### config.mk
export PLATFORM = sky130hd
export DESIGN_NAME = cpsc_core
export DESIGN_NICKNAME = d
export VERILOG_FILES = /design/src/cpsc_pkg.sv /design/src/cpsc_integ.sv /design/src/cpsc_core.sv
export SDC_FILE = /design/constraint.sdc
export NUM_CORES = 1
export LEC_CHECK = 0
export ABC_AREA = 1
export BUFFER_PORTS_ARGS = -buffer_cell sky130_fd_sc_hd__buf_2
export CAP_MARGIN = 20
export CORE_AREA = 2 2 241 243
export DETAILED_ROUTE_END_ITERATION = 10
export DIE_AREA = 0 0 243 245
export GPL_TIMING_DRIVEN = 0
export PLACE_DENSITY = 0.67
export SYNTH_ARGS = -nofsm -noshare
export SYNTH_HDL_FRONTEND = slang
export SYNTH_HIERARCHICAL = 1
export SYNTH_SLANG_ARGS = --single-unit
### constraint.sdc
create_clock -name core_clk_i -period 4 [get_ports core_clk_i]
set_input_delay 0.4 -clock core_clk_i [delete_from_list [all_inputs] [get_ports core_clk_i]]
set_output_delay 0.4 -clock core_clk_i [all_outputs]
set_load 0.01 [all_outputs]
### src/cpsc_pkg.sv
// Shared constants, types and helpers of the colour and proximity sensor core.
package cpsc_pkg;
  // Clock and timing.
  localparam int unsigned CLK_PERIOD_NS = 50;
  localparam int unsigned LED_PERIOD_NS = 14000;
  localparam int unsigned LED_PERIOD_CYC = LED_PERIOD_NS / CLK_PERIOD_NS;
  localparam int unsigned LED_HIGH_CYC = LED_PERIOD_CYC / 2;
  localparam logic [8:0] LED_LAST = 9'(LED_PERIOD_CYC - 1);
  localparam logic [8:0] LED_HIGH = 9'(LED_HIGH_CYC);
  localparam int unsigned SCL_MIN_PERIOD_NS = 2500;
  localparam int unsigned SCL_MIN_CYC =
    (SCL_MIN_PERIOD_NS + CLK_PERIOD_NS - 1) / CLK_PERIOD_NS;
  localparam logic [6:0] SCL_MIN = 7'(SCL_MIN_CYC);

  // Register byte offsets.
  localparam logic [7:0] OFS_CTRL = 8'h00;
  localparam logic [7:0] OFS_ATIME = 8'h04;
  localparam logic [7:0] OFS_WTIME = 8'h08;
  localparam logic [7:0] OFS_LED = 8'h0C;
  localparam logic [7:0] OFS_PERS = 8'h10;
  localparam logic [7:0] OFS_CTHR = 8'h14;
  localparam logic [7:0] OFS_PTHR = 8'h18;
  localparam logic [7:0] OFS_STAT = 8'h1C;
  localparam logic [7:0] OFS_ICLR = 8'h20;
  localparam logic [7:0] OFS_IEN = 8'h24;
  localparam logic [7:0] OFS_DAT0 = 8'h28;
  localparam logic [7:0] OFS_DAT1 = 8'h2C;
  localparam logic [7:0] OFS_PDAT = 8'h30;

  // Field positions.
  localparam int unsigned CTRL_W = 4;
  localparam int unsigned CTRL_PON = 0;
  localparam int unsigned CTRL_CEN = 1;
  localparam int unsigned CTRL_PEN = 2;
  localparam int unsigned CTRL_WEN = 3;
  localparam int unsigned ST_W = 5;
  localparam int unsigned ST_CINT = 0;
  localparam int unsigned ST_PINT = 1;
  localparam int unsigned ST_CDONE = 2;
  localparam int unsigned ST_PDONE = 3;
  localparam int unsigned ST_LINK = 4;

  // Values after reset.
  localparam logic [15:0] RST_ATIME = 16'h0100;
  localparam logic [15:0] RST_WTIME = 16'h0100;
  localparam logic [7:0] RST_PULSES = 8'h01;
  localparam logic [1:0] RST_LEDCUR = 2'h0;
  localparam logic [31:0] RST_THR = 32'hFFFF_0000;

  typedef enum logic [1:0] {S_IDLE, S_COLOUR, S_PROX, S_WAIT} cpsc_state_t;

  typedef struct packed {
    logic [15:0] hi;
    logic [15:0] lo;
  } cpsc_limits_t;

  typedef struct packed {
    logic [15:0] blue;
    logic [15:0] green;
    logic [15:0] red;
    logic [15:0] clear;
  } cpsc_colour_t;

  function automatic logic out_of_range(logic [15:0] v, cpsc_limits_t lim);
    return (v > lim.hi) || (v < lim.lo);
  endfunction : out_of_range

  // A zero persistence behaves as one, so every event fires.
  function automatic logic pers_met(logic [3:0] cnt, logic [3:0] pers);
    return ({1'b0, cnt} + 5'h01) >= {1'b0, (pers == 4'h0) ? 4'h1 : pers};
  endfunction : pers_met

  function automatic logic tick_done(logic [15:0] t, logic [15:0] lim);
    return ({1'b0, t} + 17'h00001) >= {1'b0, lim};
  endfunction : tick_done
endpackage : cpsc_pkg

### src/cpsc_integ.sv
// Saturating integrating counter for one converter channel.
`timescale 1ns/10ps
module cpsc_integ #(
  parameter int unsigned W = 16,
  parameter int unsigned N = 4
) (
  input wire logic core_clk_i,
  input wire logic rst_n_i,
  input wire logic clr_i,
  input wire logic en_i,
  input wire logic [N-1:0] hit_i,
  output logic [W-1:0] acc_o
);
  logic [W-1:0] acc_ff;
  logic [W:0] inc;
  logic [W:0] sum;

  // Diodes of one filter type add their charge pulses together.
  always_comb begin
    inc = '0;
    for (int i = 0; i < N; i++) begin
      inc = inc + (W+1)'(hit_i[i]);
    end
    sum = {1'b0, acc_ff} + inc;
  end

  always_ff @(posedge core_clk_i) begin
    if (!rst_n_i || clr_i) begin
      acc_ff <= '0;
    end else if (en_i) begin
      acc_ff <= sum[W] ? '1 : sum[W-1:0];
    end
  end

  assign acc_o = acc_ff;
endmodule : cpsc_integ

### src/cpsc_core.sv
// Sensor core: sequencer, converters, thresholds, LED driver and AHB slave.
//
// The AHB-Lite interface to the registers and the register addresses are this design's own decisions.
`timescale 1ns/10ps
// Overview of operation
// Four colour converters integrate simultaneously, 16 bits.
// Finished conversions load the result registers.
// Results double buffered; reads never mix.
// Enabled threshold interrupt holds until host clears.
// Event when result above upper or below lower.
// Interrupt after programmed consecutive events.
// Colour and proximity thresholds kept separately.
// LED sink current selects 12.5/25/50/100 mA.
// One to 255 LED pulses per proximity.
// Each LED pulse repeats every 14 us.
// Host link clock at most 400 kHz.
// Sequencer may wait in low power between.
// Four diodes per filter type combine per channel.
// Interrupt pin open drain, pulled low pending.
// LED sink driven only during proximity pulses.
// In-range conversion clears its persistence counter.
module cpsc_core (
  input wire logic core_clk_i,
  input wire logic rst_n_i,
  input wire logic hsel_i,
  input wire logic [31:0] haddr_i,
  input wire logic [1:0] htrans_i,
  input wire logic hwrite_i,
  input wire logic [2:0] hsize_i,
  input wire logic [31:0] hwdata_i,
  input wire logic hready_i,
  output logic [31:0] hrdata_o,
  output logic hreadyout_o,
  output logic hresp_o,
  input wire logic [15:0] pd_pulse_i,
  input wire logic prox_pulse_i,
  input wire logic scl_i,
  output logic ir_led_sink_o,
  output logic ir_led_sink_oe_o,
  output logic [1:0] led_current_o,
  output logic int_n_o,
  output logic int_n_oe_o,
  output logic low_power_o
);
  import cpsc_pkg::*;

  logic [15:0] pd_s1_ff, pd_s2_ff;
  logic prox_s1_ff, prox_s2_ff;
  logic scl_s1_ff, scl_s2_ff, scl_s3_ff;
  logic [CTRL_W-1:0] ctrl_ff;
  logic [15:0] atime_ff, wtime_ff;
  logic [7:0] pulses_ff, pulses_eff;
  logic [1:0] led_cur_ff;
  logic [3:0] cpers_ff, ppers_ff, ccnt_ff, pcnt_ff;
  cpsc_limits_t cthr_ff, pthr_ff;
  logic [ST_W-1:0] stat_ff, ien_ff, stat_set, stat_clr;
  cpsc_state_t state_ff, nxt_state;
  logic [15:0] timer_ff;
  logic [8:0] led_cyc_ff;
  logic [7:0] pulse_cnt_ff;
  logic led_on_ff, irq_ff, low_power_ff;
  logic col_last, prox_last, col_cap_ff, prox_cap_ff;
  cpsc_colour_t col_acc, col_data_ff;
  logic [15:0] prox_acc, prox_data_ff;
  logic [31:0] dat1_snap_ff, hrdata_ff, rd_val;
  logic col_evt, prox_evt, col_fire, prox_fire, scl_fast;
  logic [6:0] scl_gap_ff;
  logic ap_take, ap_rd, dp_we_ff;
  logic [7:0] dp_addr_ff;

  // Pins from the analog side and the link pass two flip-flops first.
  always_ff @(posedge core_clk_i) begin
    if (!rst_n_i) begin
      pd_s1_ff <= 16'h0000;
      pd_s2_ff <= 16'h0000;
      prox_s1_ff <= 1'b0;
      prox_s2_ff <= 1'b0;
      scl_s1_ff <= 1'b1;
      scl_s2_ff <= 1'b1;
      scl_s3_ff <= 1'b1;
    end else begin
      pd_s1_ff <= pd_pulse_i;
      pd_s2_ff <= pd_s1_ff;
      prox_s1_ff <= prox_pulse_i;
      prox_s2_ff <= prox_s1_ff;
      scl_s1_ff <= scl_i;
      scl_s2_ff <= scl_s1_ff;
      scl_s3_ff <= scl_s2_ff;
    end
  end

  // link speed check
  // The gap saturates, so a link that stood still never looks too fast.
  assign scl_fast = scl_s2_ff && !scl_s3_ff && (scl_gap_ff < SCL_MIN);
  always_ff @(posedge core_clk_i) begin
    if (!rst_n_i || (scl_s2_ff && !scl_s3_ff)) begin
      scl_gap_ff <= (!rst_n_i) ? SCL_MIN : 7'h01;
    end else if (scl_gap_ff < SCL_MIN) begin
      scl_gap_ff <= scl_gap_ff + 7'h01;
    end
  end

  // AHB-Lite slave with zero wait states and an always OKAY answer.
  assign ap_take = hsel_i && htrans_i[1] && hready_i;
  assign ap_rd = ap_take && !hwrite_i;
  assign hreadyout_o = 1'b1;
  assign hresp_o = 1'b0;
  assign hrdata_o = hrdata_ff;

  always_ff @(posedge core_clk_i) begin
    if (!rst_n_i) begin
      dp_we_ff <= 1'b0;
      dp_addr_ff <= 8'h00;
    end else begin
      dp_we_ff <= ap_take && hwrite_i;
      dp_addr_ff <= haddr_i[7:0];
    end
  end

  always_comb begin
    case (haddr_i[7:0])
      OFS_CTRL: rd_val = {{(32-CTRL_W){1'b0}}, ctrl_ff};
      OFS_ATIME: rd_val = {16'h0000, atime_ff};
      OFS_WTIME: rd_val = {16'h0000, wtime_ff};
      OFS_LED: rd_val = {16'h0000, pulses_ff, 6'h00, led_cur_ff};
      OFS_PERS: rd_val = {24'h000000, ppers_ff, cpers_ff};
      OFS_CTHR: rd_val = cthr_ff;
      OFS_PTHR: rd_val = pthr_ff;
      OFS_STAT: rd_val = {{(32-ST_W){1'b0}}, stat_ff};
      OFS_IEN: rd_val = {{(32-ST_W){1'b0}}, ien_ff};
      OFS_DAT0: rd_val = {col_data_ff.red, col_data_ff.clear};
      OFS_DAT1: rd_val = dat1_snap_ff;
      OFS_PDAT: rd_val = {16'h0000, prox_data_ff};
      default: rd_val = 32'h0000_0000;
    endcase
  end

  // paired read snapshot
  // Reading the low colour word freezes the high word for the next read.
  always_ff @(posedge core_clk_i) begin
    if (!rst_n_i) begin
      hrdata_ff <= 32'h0000_0000;
      dat1_snap_ff <= 32'h0000_0000;
    end else begin
      if (ap_rd) begin
        hrdata_ff <= rd_val;
      end
      if (ap_rd && haddr_i[7:0] == OFS_DAT0) begin
        dat1_snap_ff <= {col_data_ff.blue, col_data_ff.green};
      end
    end
  end

  // Configuration registers written in the data phase.
  always_ff @(posedge core_clk_i) begin
    if (!rst_n_i) begin
      ctrl_ff <= '0;
      atime_ff <= RST_ATIME;
      wtime_ff <= RST_WTIME;
      pulses_ff <= RST_PULSES;
      led_cur_ff <= RST_LEDCUR;
      cpers_ff <= 4'h0;
      ppers_ff <= 4'h0;
      cthr_ff <= RST_THR;
      pthr_ff <= RST_THR;
      ien_ff <= '0;
    end else if (dp_we_ff) begin
      case (dp_addr_ff)
        OFS_CTRL: ctrl_ff <= hwdata_i[CTRL_W-1:0];
        OFS_ATIME: atime_ff <= hwdata_i[15:0];
        OFS_WTIME: wtime_ff <= hwdata_i[15:0];
        OFS_LED: begin
          pulses_ff <= hwdata_i[15:8];
          led_cur_ff <= hwdata_i[1:0];
        end
        OFS_PERS: begin
          cpers_ff <= hwdata_i[3:0];
          ppers_ff <= hwdata_i[7:4];
        end
        OFS_CTHR: cthr_ff <= hwdata_i;
        OFS_PTHR: pthr_ff <= hwdata_i;
        OFS_IEN: ien_ff <= hwdata_i[ST_W-1:0];
        default: ;
      endcase
    end
  end

  // LED current select
  assign led_current_o = led_cur_ff;
  // pulse count range
  assign pulses_eff = (pulses_ff == 8'h00) ? 8'h01 : pulses_ff;

  // measurement sequencer
  always_comb begin
    nxt_state = state_ff;
    col_last = 1'b0;
    prox_last = 1'b0;
    case (state_ff)
      S_IDLE: begin
        if (ctrl_ff[CTRL_CEN]) begin
          nxt_state = S_COLOUR;
        end else if (ctrl_ff[CTRL_PEN]) begin
          nxt_state = S_PROX;
        end else if (ctrl_ff[CTRL_WEN]) begin
          nxt_state = S_WAIT;
        end
      end
      S_COLOUR: begin
        if (tick_done(timer_ff, atime_ff)) begin
          col_last = 1'b1;
          nxt_state = ctrl_ff[CTRL_PEN] ? S_PROX :
                      ctrl_ff[CTRL_WEN] ? S_WAIT : S_IDLE;
        end
      end
      S_PROX: begin
        if (led_cyc_ff == LED_LAST && pulse_cnt_ff + 8'h01 >= pulses_eff) begin
          prox_last = 1'b1;
          nxt_state = ctrl_ff[CTRL_WEN] ? S_WAIT : S_IDLE;
        end
      end
      S_WAIT: begin
        if (tick_done(timer_ff, wtime_ff)) begin
          nxt_state = S_IDLE;
        end
      end
      default: nxt_state = S_IDLE;
    endcase
    if (!ctrl_ff[CTRL_PON]) begin
      nxt_state = S_IDLE;
    end
  end

  always_ff @(posedge core_clk_i) begin
    if (!rst_n_i) begin
      state_ff <= S_IDLE;
      timer_ff <= 16'h0000;
      low_power_ff <= 1'b0;
    end else begin
      state_ff <= nxt_state;
      timer_ff <= (nxt_state != state_ff) ? 16'h0000 : timer_ff + 16'h0001;
      low_power_ff <= (nxt_state == S_WAIT);
    end
  end
  assign low_power_o = low_power_ff;

  // pulse period timing
  always_ff @(posedge core_clk_i) begin
    if (!rst_n_i || state_ff != S_PROX) begin
      led_cyc_ff <= 9'h000;
      pulse_cnt_ff <= 8'h00;
      led_on_ff <= 1'b0;
    end else begin
      led_cyc_ff <= (led_cyc_ff == LED_LAST) ? 9'h000 : led_cyc_ff + 9'h001;
      if (led_cyc_ff == LED_LAST) begin
        pulse_cnt_ff <= pulse_cnt_ff + 8'h01;
      end
      led_on_ff <= (led_cyc_ff < LED_HIGH) && !prox_last;
    end
  end

  // open drain LED sink
  assign ir_led_sink_o = 1'b0;
  assign ir_led_sink_oe_o = led_on_ff;

  // parallel colour converters
  // diode groups combined
  // Result slots start with clear while pin groups start with red.
  for (genvar ch = 0; ch < 4; ch++) begin : g_colour
    cpsc_integ #(.W(16), .N(4)) u_integ (
      .core_clk_i(core_clk_i),
      .rst_n_i(rst_n_i),
      .clr_i(state_ff != S_COLOUR && nxt_state == S_COLOUR),
      .en_i(state_ff == S_COLOUR),
      .hit_i(pd_s2_ff[4*((ch+3)%4) +: 4]),
      .acc_o(col_acc[16*ch +: 16])
    );
  end

  // Only charge seen while the LED is lit counts as reflected light.
  cpsc_integ #(.W(16), .N(1)) u_prox (
    .core_clk_i(core_clk_i),
    .rst_n_i(rst_n_i),
    .clr_i(state_ff != S_PROX && nxt_state == S_PROX),
    .en_i(state_ff == S_PROX),
    .hit_i(prox_s2_ff && led_on_ff),
    .acc_o(prox_acc)
  );

  // result register load
  // Capture one cycle late so the final increment is included.
  always_ff @(posedge core_clk_i) begin
    if (!rst_n_i) begin
      col_cap_ff <= 1'b0;
      prox_cap_ff <= 1'b0;
      col_data_ff <= '0;
      prox_data_ff <= 16'h0000;
    end else begin
      col_cap_ff <= col_last;
      prox_cap_ff <= prox_last;
      if (col_cap_ff) begin
        col_data_ff <= col_acc;
      end
      if (prox_cap_ff) begin
        prox_data_ff <= prox_acc;
      end
    end
  end

  // threshold window test
  // separate limit sets
  assign col_evt = out_of_range(col_acc.clear, cthr_ff);
  assign prox_evt = out_of_range(prox_acc, pthr_ff);
  // persistence gate
  assign col_fire = col_cap_ff && col_evt && pers_met(ccnt_ff, cpers_ff);
  assign prox_fire = prox_cap_ff && prox_evt && pers_met(pcnt_ff, ppers_ff);

  // persistence counter reset
  always_ff @(posedge core_clk_i) begin
    if (!rst_n_i) begin
      ccnt_ff <= 4'h0;
      pcnt_ff <= 4'h0;
    end else begin
      if (col_cap_ff) begin
        ccnt_ff <= (!col_evt || col_fire) ? 4'h0 : ccnt_ff + 4'h1;
      end
      if (prox_cap_ff) begin
        pcnt_ff <= (!prox_evt || prox_fire) ? 4'h0 : pcnt_ff + 4'h1;
      end
    end
  end

  // sticky status bits
  // A new event in the clearing cycle wins, so no event is lost.
  assign stat_set = {scl_fast, prox_cap_ff, col_cap_ff, prox_fire, col_fire};
  assign stat_clr = (dp_we_ff && dp_addr_ff == OFS_ICLR) ?
                    hwdata_i[ST_W-1:0] : '0;
  always_ff @(posedge core_clk_i) begin
    if (!rst_n_i) begin
      stat_ff <= '0;
      irq_ff <= 1'b0;
    end else begin
      stat_ff <= (stat_ff & ~stat_clr) | stat_set;
      irq_ff <= |(stat_ff & ien_ff);
    end
  end

  // open drain interrupt
  assign int_n_o = 1'b0;
  assign int_n_oe_o = irq_ff;

  // Checks and coverage.
  logic led_prev_ff;
  logic [8:0] led_gap_ff;
  always_ff @(posedge core_clk_i) begin
    if (!rst_n_i) begin
      led_prev_ff <= 1'b0;
      led_gap_ff <= 9'h000;
    end else begin
      led_prev_ff <= led_on_ff;
      led_gap_ff <= (led_on_ff && !led_prev_ff) ? 9'h000 : led_gap_ff + 9'h001;
    end
  end
endmodule : cpsc_core

==> metrics.txt <==
# TYPE chip_impl_metric gauge
chip_impl_info{name="run_status",value="finished clean"} 1
chip_impl_metric{name="ctsHtreeMaxLevel",unit=""} 2
chip_impl_metric{name="post-dp-hpwl",unit="um"} 53400
chip_impl_metric{name="initial_utilization",unit="%"} 39.6
chip_impl_metric{name="total_power",unit="uW"} 9770
chip_impl_metric{name="routed_wirelength",unit="um"} 70800
chip_impl_metric{name="vdd.ir_drop.worst",unit="mV"} 0.300
chip_impl_metric{name="cp.arrival",unit="ps"} 4260
chip_impl_metric{name="syn_area_per_cell",unit="um^2"} 7.56
chip_impl_info{name="cts_tree",value="built"} 1
chip_impl_metric{name="area_share_of_the_largest_cell_type_after_synthesis",unit="%"} 39.6
chip_impl_metric{name="floorplan.die.height",unit="um"} 245
chip_impl_metric{name="pin_count",unit=""} 133
chip_impl_metric{name="path_clk_slew",unit="ps"} 60
chip_impl_metric{name="drtAntennaViolNets",unit=""} 0
chip_impl_metric{name="layout_min_cycle_time",unit="ps"} 3780
chip_impl_metric{name="design.die.area",unit="um^2"} 59500
chip_impl_metric{name="route.vias.total",unit=""} 20720
chip_impl_metric{name="regArea",unit="um^2"} 9140
chip_impl_info{name="timing.critical_path.from_type",value="register"} 1
chip_impl_metric{name="hold_viol",unit=""} 0
chip_impl_metric{name="pwr_density_cell",unit="nW/um^2"} 373
chip_impl_metric{name="gate_count_after_technology_mapping",unit=""} 2986
chip_impl_metric{name="finalSetupViolations",unit=""} 0
chip_impl_metric{name="drt_pre_antenna_iters",unit=""} 6
chip_impl_metric{name="critPathMaxStageDelay",unit="ps"} 400
chip_impl_metric{name="clock_path_buffers",unit=""} 3
chip_impl_metric{name="postPlaceCellArea",unit="um^2"} 24100
chip_impl_metric{name="grt.overflow.total",unit=""} 0
chip_impl_metric{name="post_route_standard_cell_area_excluding_fillers",unit="um^2"} 26200
chip_impl_info{name="min_path_type",value="in2reg"} 1
chip_impl_info{name="synth.top_cells.by_area",value="sky130_fd_sc_hd__dfxtp_1 40%, sky130_fd_sc_hd__nand2_1 7.9%, sky130_fd_sc_hd__inv_1 7.4%"} 1
chip_impl_metric{name="preCtsSetupSlack",unit="ps"} -916
chip_impl_info{name="timing.critical_path.to_type",value="register"} 1
chip_impl_metric{name="post-route-period-util",unit="%"} 94.5
chip_impl_metric{name="cp.required",unit="ps"} 4480
chip_impl_metric{name="wl_per_cell",unit="um"} 17.8
chip_impl_info{name="timing_worst_setup_path_type",value="reg2reg"} 1
chip_impl_metric{name="grt_util_met3",unit="%"} 3.35
chip_impl_info{name="synth_top_area_cell",value="sky130_fd_sc_hd__dfxtp_1"} 1
chip_impl_metric{name="mappedNetlistArea",unit="um^2"} 22600
chip_impl_metric{name="slew_worst_pin",unit="ps"} 1060
chip_impl_metric{name="cts-buffers-inserted",unit=""} 50
chip_impl_info{name="clockRootBuffer",value="sky130_fd_sc_hd__clkbuf_16"} 1
chip_impl_metric{name="finalNetCount",unit=""} 3396
chip_impl_metric{name="asyncSetResetFlopFracSynth",unit="%"} 0
chip_impl_metric{name="timing.fmax",unit="GHz"} 0.265
chip_impl_metric{name="proportion_of_layout_cells_with_a_drive_suffix_above_1",unit="%"} 10.5
chip_impl_metric{name="clkSinkCount",unit=""} 453
chip_impl_metric{name="grt_antenna_before_repair",unit=""} 0
chip_impl_metric{name="yosysWarningCount",unit=""} 6
chip_impl_metric{name="grt_use_met2",unit="%"} 38.1
chip_impl_metric{name="vias_in_the_first_global_route",unit=""} 19183
chip_impl_metric{name="maximum_fanout_along_the_worst_path",unit=""} 10
chip_impl_metric{name="die-width",unit="um"} 243
chip_impl_metric{name="finalClockSkew",unit="ps"} 44.3
chip_impl_metric{name="portBuffers",unit=""} 100
chip_impl_metric{name="synth_edf_count",unit=""} 7
chip_impl_metric{name="post_synth_num_cell_types",unit=""} 61
chip_impl_metric{name="yosysSeqAreaShare",unit="%"} 40.5
chip_impl_metric{name="wire_length_of_the_first_global_routing_pass",unit="um"} 109000
chip_impl_info{name="grt_most_used_layer",value="met2"} 1
chip_impl_metric{name="detailedRoute.firstIterationViolations",unit=""} 1951
chip_impl_info{name="ys_dominant_reg_cell",value="sky130_fd_sc_hd__dfxtp_1"} 1
chip_impl_metric{name="fillCellCount",unit=""} 5744
chip_impl_metric{name="n_antenna_cell",unit=""} 0
chip_impl_info{name="critPathSlowestCell",value="sky130_fd_sc_hd__dfxtp_2"} 1
chip_impl_metric{name="grt_usage",unit="%"} 23.4
chip_impl_metric{name="synth_seq_cells",unit=""} 453
chip_impl_metric{name="clkLatencyLatePin",unit="ps"} 630
chip_impl_metric{name="timing.max_slew.rel_slack",unit="%"} 29.1
chip_impl_metric{name="drv_slew",unit=""} 0
chip_impl_metric{name="postLayoutCoreUtil",unit="%"} 45.9
chip_impl_metric{name="floorplan.rows",unit=""} 88
chip_impl_metric{name="drt_drc_violations_left",unit=""} 0
chip_impl_metric{name="area_delta_synth_final",unit="%"} 16.0
chip_impl_metric{name="globalplace.congestion",unit=""} 0.966
chip_impl_metric{name="multi_input_area",unit="um^2"} 11300
chip_impl_metric{name="met1_resource_use_gr",unit="%"} 30.9
chip_impl_metric{name="avgViaCountPerCell",unit=""} 5.22
chip_impl_metric{name="setup_slack",unit="ps"} 219
chip_impl_metric{name="coreArea",unit="um^2"} 57000
chip_impl_metric{name="grt_start_max_net_pins",unit=""} 20
chip_impl_metric{name="p_leak",unit="uW"} 0.0116
chip_impl_metric{name="maxCapViolCount",unit=""} 0
==> synthesized netlist by cell type, types with 5 or more instances <==
cell type and n:
sky130_fd_sc_hd__nand2_1 472, sky130_fd_sc_hd__dfxtp_1 446, sky130_fd_sc_hd__inv_1 444, sky130_fd_sc_hd__a21oi_1 287, sky130_fd_sc_hd__o21ai_0 283, sky130_fd_sc_hd__nor2_1 267, sky130_fd_sc_hd__ha_1 122, sky130_fd_sc_hd__nand3_1 116
sky130_fd_sc_hd__clkbuf_1 96, sky130_fd_sc_hd__o22ai_1 45, sky130_fd_sc_hd__nand4_1 44, sky130_fd_sc_hd__o211ai_1 36, sky130_fd_sc_hd__xor2_1 30, sky130_fd_sc_hd__nor2_4 24, sky130_fd_sc_hd__nor3_1 24, sky130_fd_sc_hd__nand3_2 15
sky130_fd_sc_hd__nand2_2 13, sky130_fd_sc_hd__a31oi_1 12, sky130_fd_sc_hd__fa_1 12, sky130_fd_sc_hd__inv_2 12, sky130_fd_sc_hd__o21bai_1 12, sky130_fd_sc_hd__nand2_4 11, sky130_fd_sc_hd__o221ai_1 11, sky130_fd_sc_hd__a221oi_1 10
sky130_fd_sc_hd__xnor2_1 8, sky130_fd_sc_hd__a211oi_1 7, sky130_fd_sc_hd__edfxtp_1 7, sky130_fd_sc_hd__nor2_2 7, sky130_fd_sc_hd__nor2_8 7, sky130_fd_sc_hd__nor3b_1 7, sky130_fd_sc_hd__or2_2 7, sky130_fd_sc_hd__a21oi_2 6
sky130_fd_sc_hd__buf_2 6, sky130_fd_sc_hd__mux2i_1 5, sky130_fd_sc_hd__nand3b_1 5, sky130_fd_sc_hd__o2111ai_1 5, sky130_fd_sc_hd__o21ai_1 5, sky130_fd_sc_hd__or2_1 5
==> layer usage <==
layer	vias up	wire, um
li1	10218	-
met1	9606	30500
met2	748	32000
met3	148	5060
met4	0	3300
met5	-	0
==> sequential cells by signal, summed over array words and instances (netlist names), 5 cells and up <==
name and cells:
col_data_ff 64, g_colour.u_integ/acc_o 64, pulse_cnt_ff 8, wtime_ff 16, scl_gap_ff 7, cthr_ff 32
dat1_snap_ff 32, ien_ff 5, pthr_ff 32, hrdata_o 32, dp_addr_ff 8, led_cyc_ff 9
prox_data_ff 16, pd_s2_ff 16, pd_s1_ff 16, u_prox/acc_o 16, stat_ff 5, pulses_ff 8
timer_ff 16, atime_ff 16
==> path summary, 6_finish.rpt <==
kind                                start                                   endpoint  slack, ps  cells past startpoint
setup / recovery   timer_ff[0]$_SDFF_PP0_  g_colour[2].u_integ/acc_o[8]$_SDFFE_PP0P_        220                     25
hold / removal               hwdata_i[24]                   cthr_ff[24]$_SDFFE_PN1P_         30                      3
setup reg to reg   timer_ff[0]$_SDFF_PP0_  g_colour[2].u_integ/acc_o[8]$_SDFFE_PP0P_        220                     25
hold reg to reg   pd_s1_ff[10]$_SDFF_PN0_                    pd_s2_ff[10]$_SDFF_PN0_        410                      2
==> layout make-up <==
| cell class | instances | area share, % |
|---|---|---|
| flip-flops and latches | 453 | 34.9 |
| clock buffers | 72 | 5.60 |
| clock inverters | 17 | 0.894 |
| repair buffers | 130 | 3.11 |
| plain buffers | 111 | 1.84 |
| well taps | 765 | 3.66 |
| multi-input cells | 1963 | 43.3 |
| inverters | 461 | 6.63 |
==> worst max-delay path: cells and delay by family (launching register included) <==
family / cells / cell delay (ps)
adder cells (fa/ha/maj): 2 / 470
buffers and inverters: 5 / 630
XOR/XNOR: 1 / 170
flip-flops: 1 / 400
AND/OR/NAND/NOR: 15 / 1730
AO/OA/AOI/OAI: 2 / 220
==> cell usage in the layout, fill, tap and decap left out, types with 45 or more instances in the layout <==
master                      Yosys  final
sky130_fd_sc_hd__clkbuf_16      0     51
sky130_fd_sc_hd__dfxtp_1      446    445
sky130_fd_sc_hd__inv_1        444    444
sky130_fd_sc_hd__nand3_1      116    116
sky130_fd_sc_hd__nand2_1      472    472
sky130_fd_sc_hd__buf_2          6    106
sky130_fd_sc_hd__nor2_1       267    260
sky130_fd_sc_hd__o22ai_1       45     45
sky130_fd_sc_hd__o21ai_0      283    283
sky130_fd_sc_hd__clkbuf_1      96    102
sky130_fd_sc_hd__a21oi_1      287    287
sky130_fd_sc_hd__ha_1         122    121
==> timing repair <==
| action | 4_1_cts | 5_1_grt |
|---|---|---|
| endpoints found under the setup margin | 74 | 80 |
| gates resized for setup | 15 | 23 |
| hold endpoints to repair | 22 | 0 |
| setup buffers | 1 | 6 |
| hold buffers | 22 | 0 |
| pin swaps | 0 | 8 |
==> cells by family (layout without fill, tap and decap cells) <==
group | count (synthesis) | after routing | synth area share, %
AOI/OAI and AO/OA | 740 | 740 | 18.2
adders and majority gates | 134 | 134 | 7.83
xor gates and xnor gates | 38 | 38 | 1.48
other | 2 | 4 | 0.0333
and+or+nand+nor | 1042 | 1042 | 22.0
buffers and inverters | 572 | 791 | 9.74
muxes | 5 | 5 | 0.222
DFF | 453 | 453 | 40.5
==> power breakdown <==
| group | switching, uW | internal (uW) | total, uW |
|---|---|---|---|
| clock network | 2000 | 2810 | 4810 |
| logic | 249 | 119 | 368 |
| registers | 22.4 | 4570 | 4590 |
| total | 2270 | 7500 | 9770 |
==> through the flow <==
step                hold slack (ps)  instances  TNS, ps
floorplan                       390       2988        0
global route                   20.5       3972    -2790
finish                         30.0       3972        0
detailed placement              395       3854   -47030
global placement                394       3853   -97740
CTS                            1.31       3966        0
No activity file was read; power rests on OpenSTA's default activity.
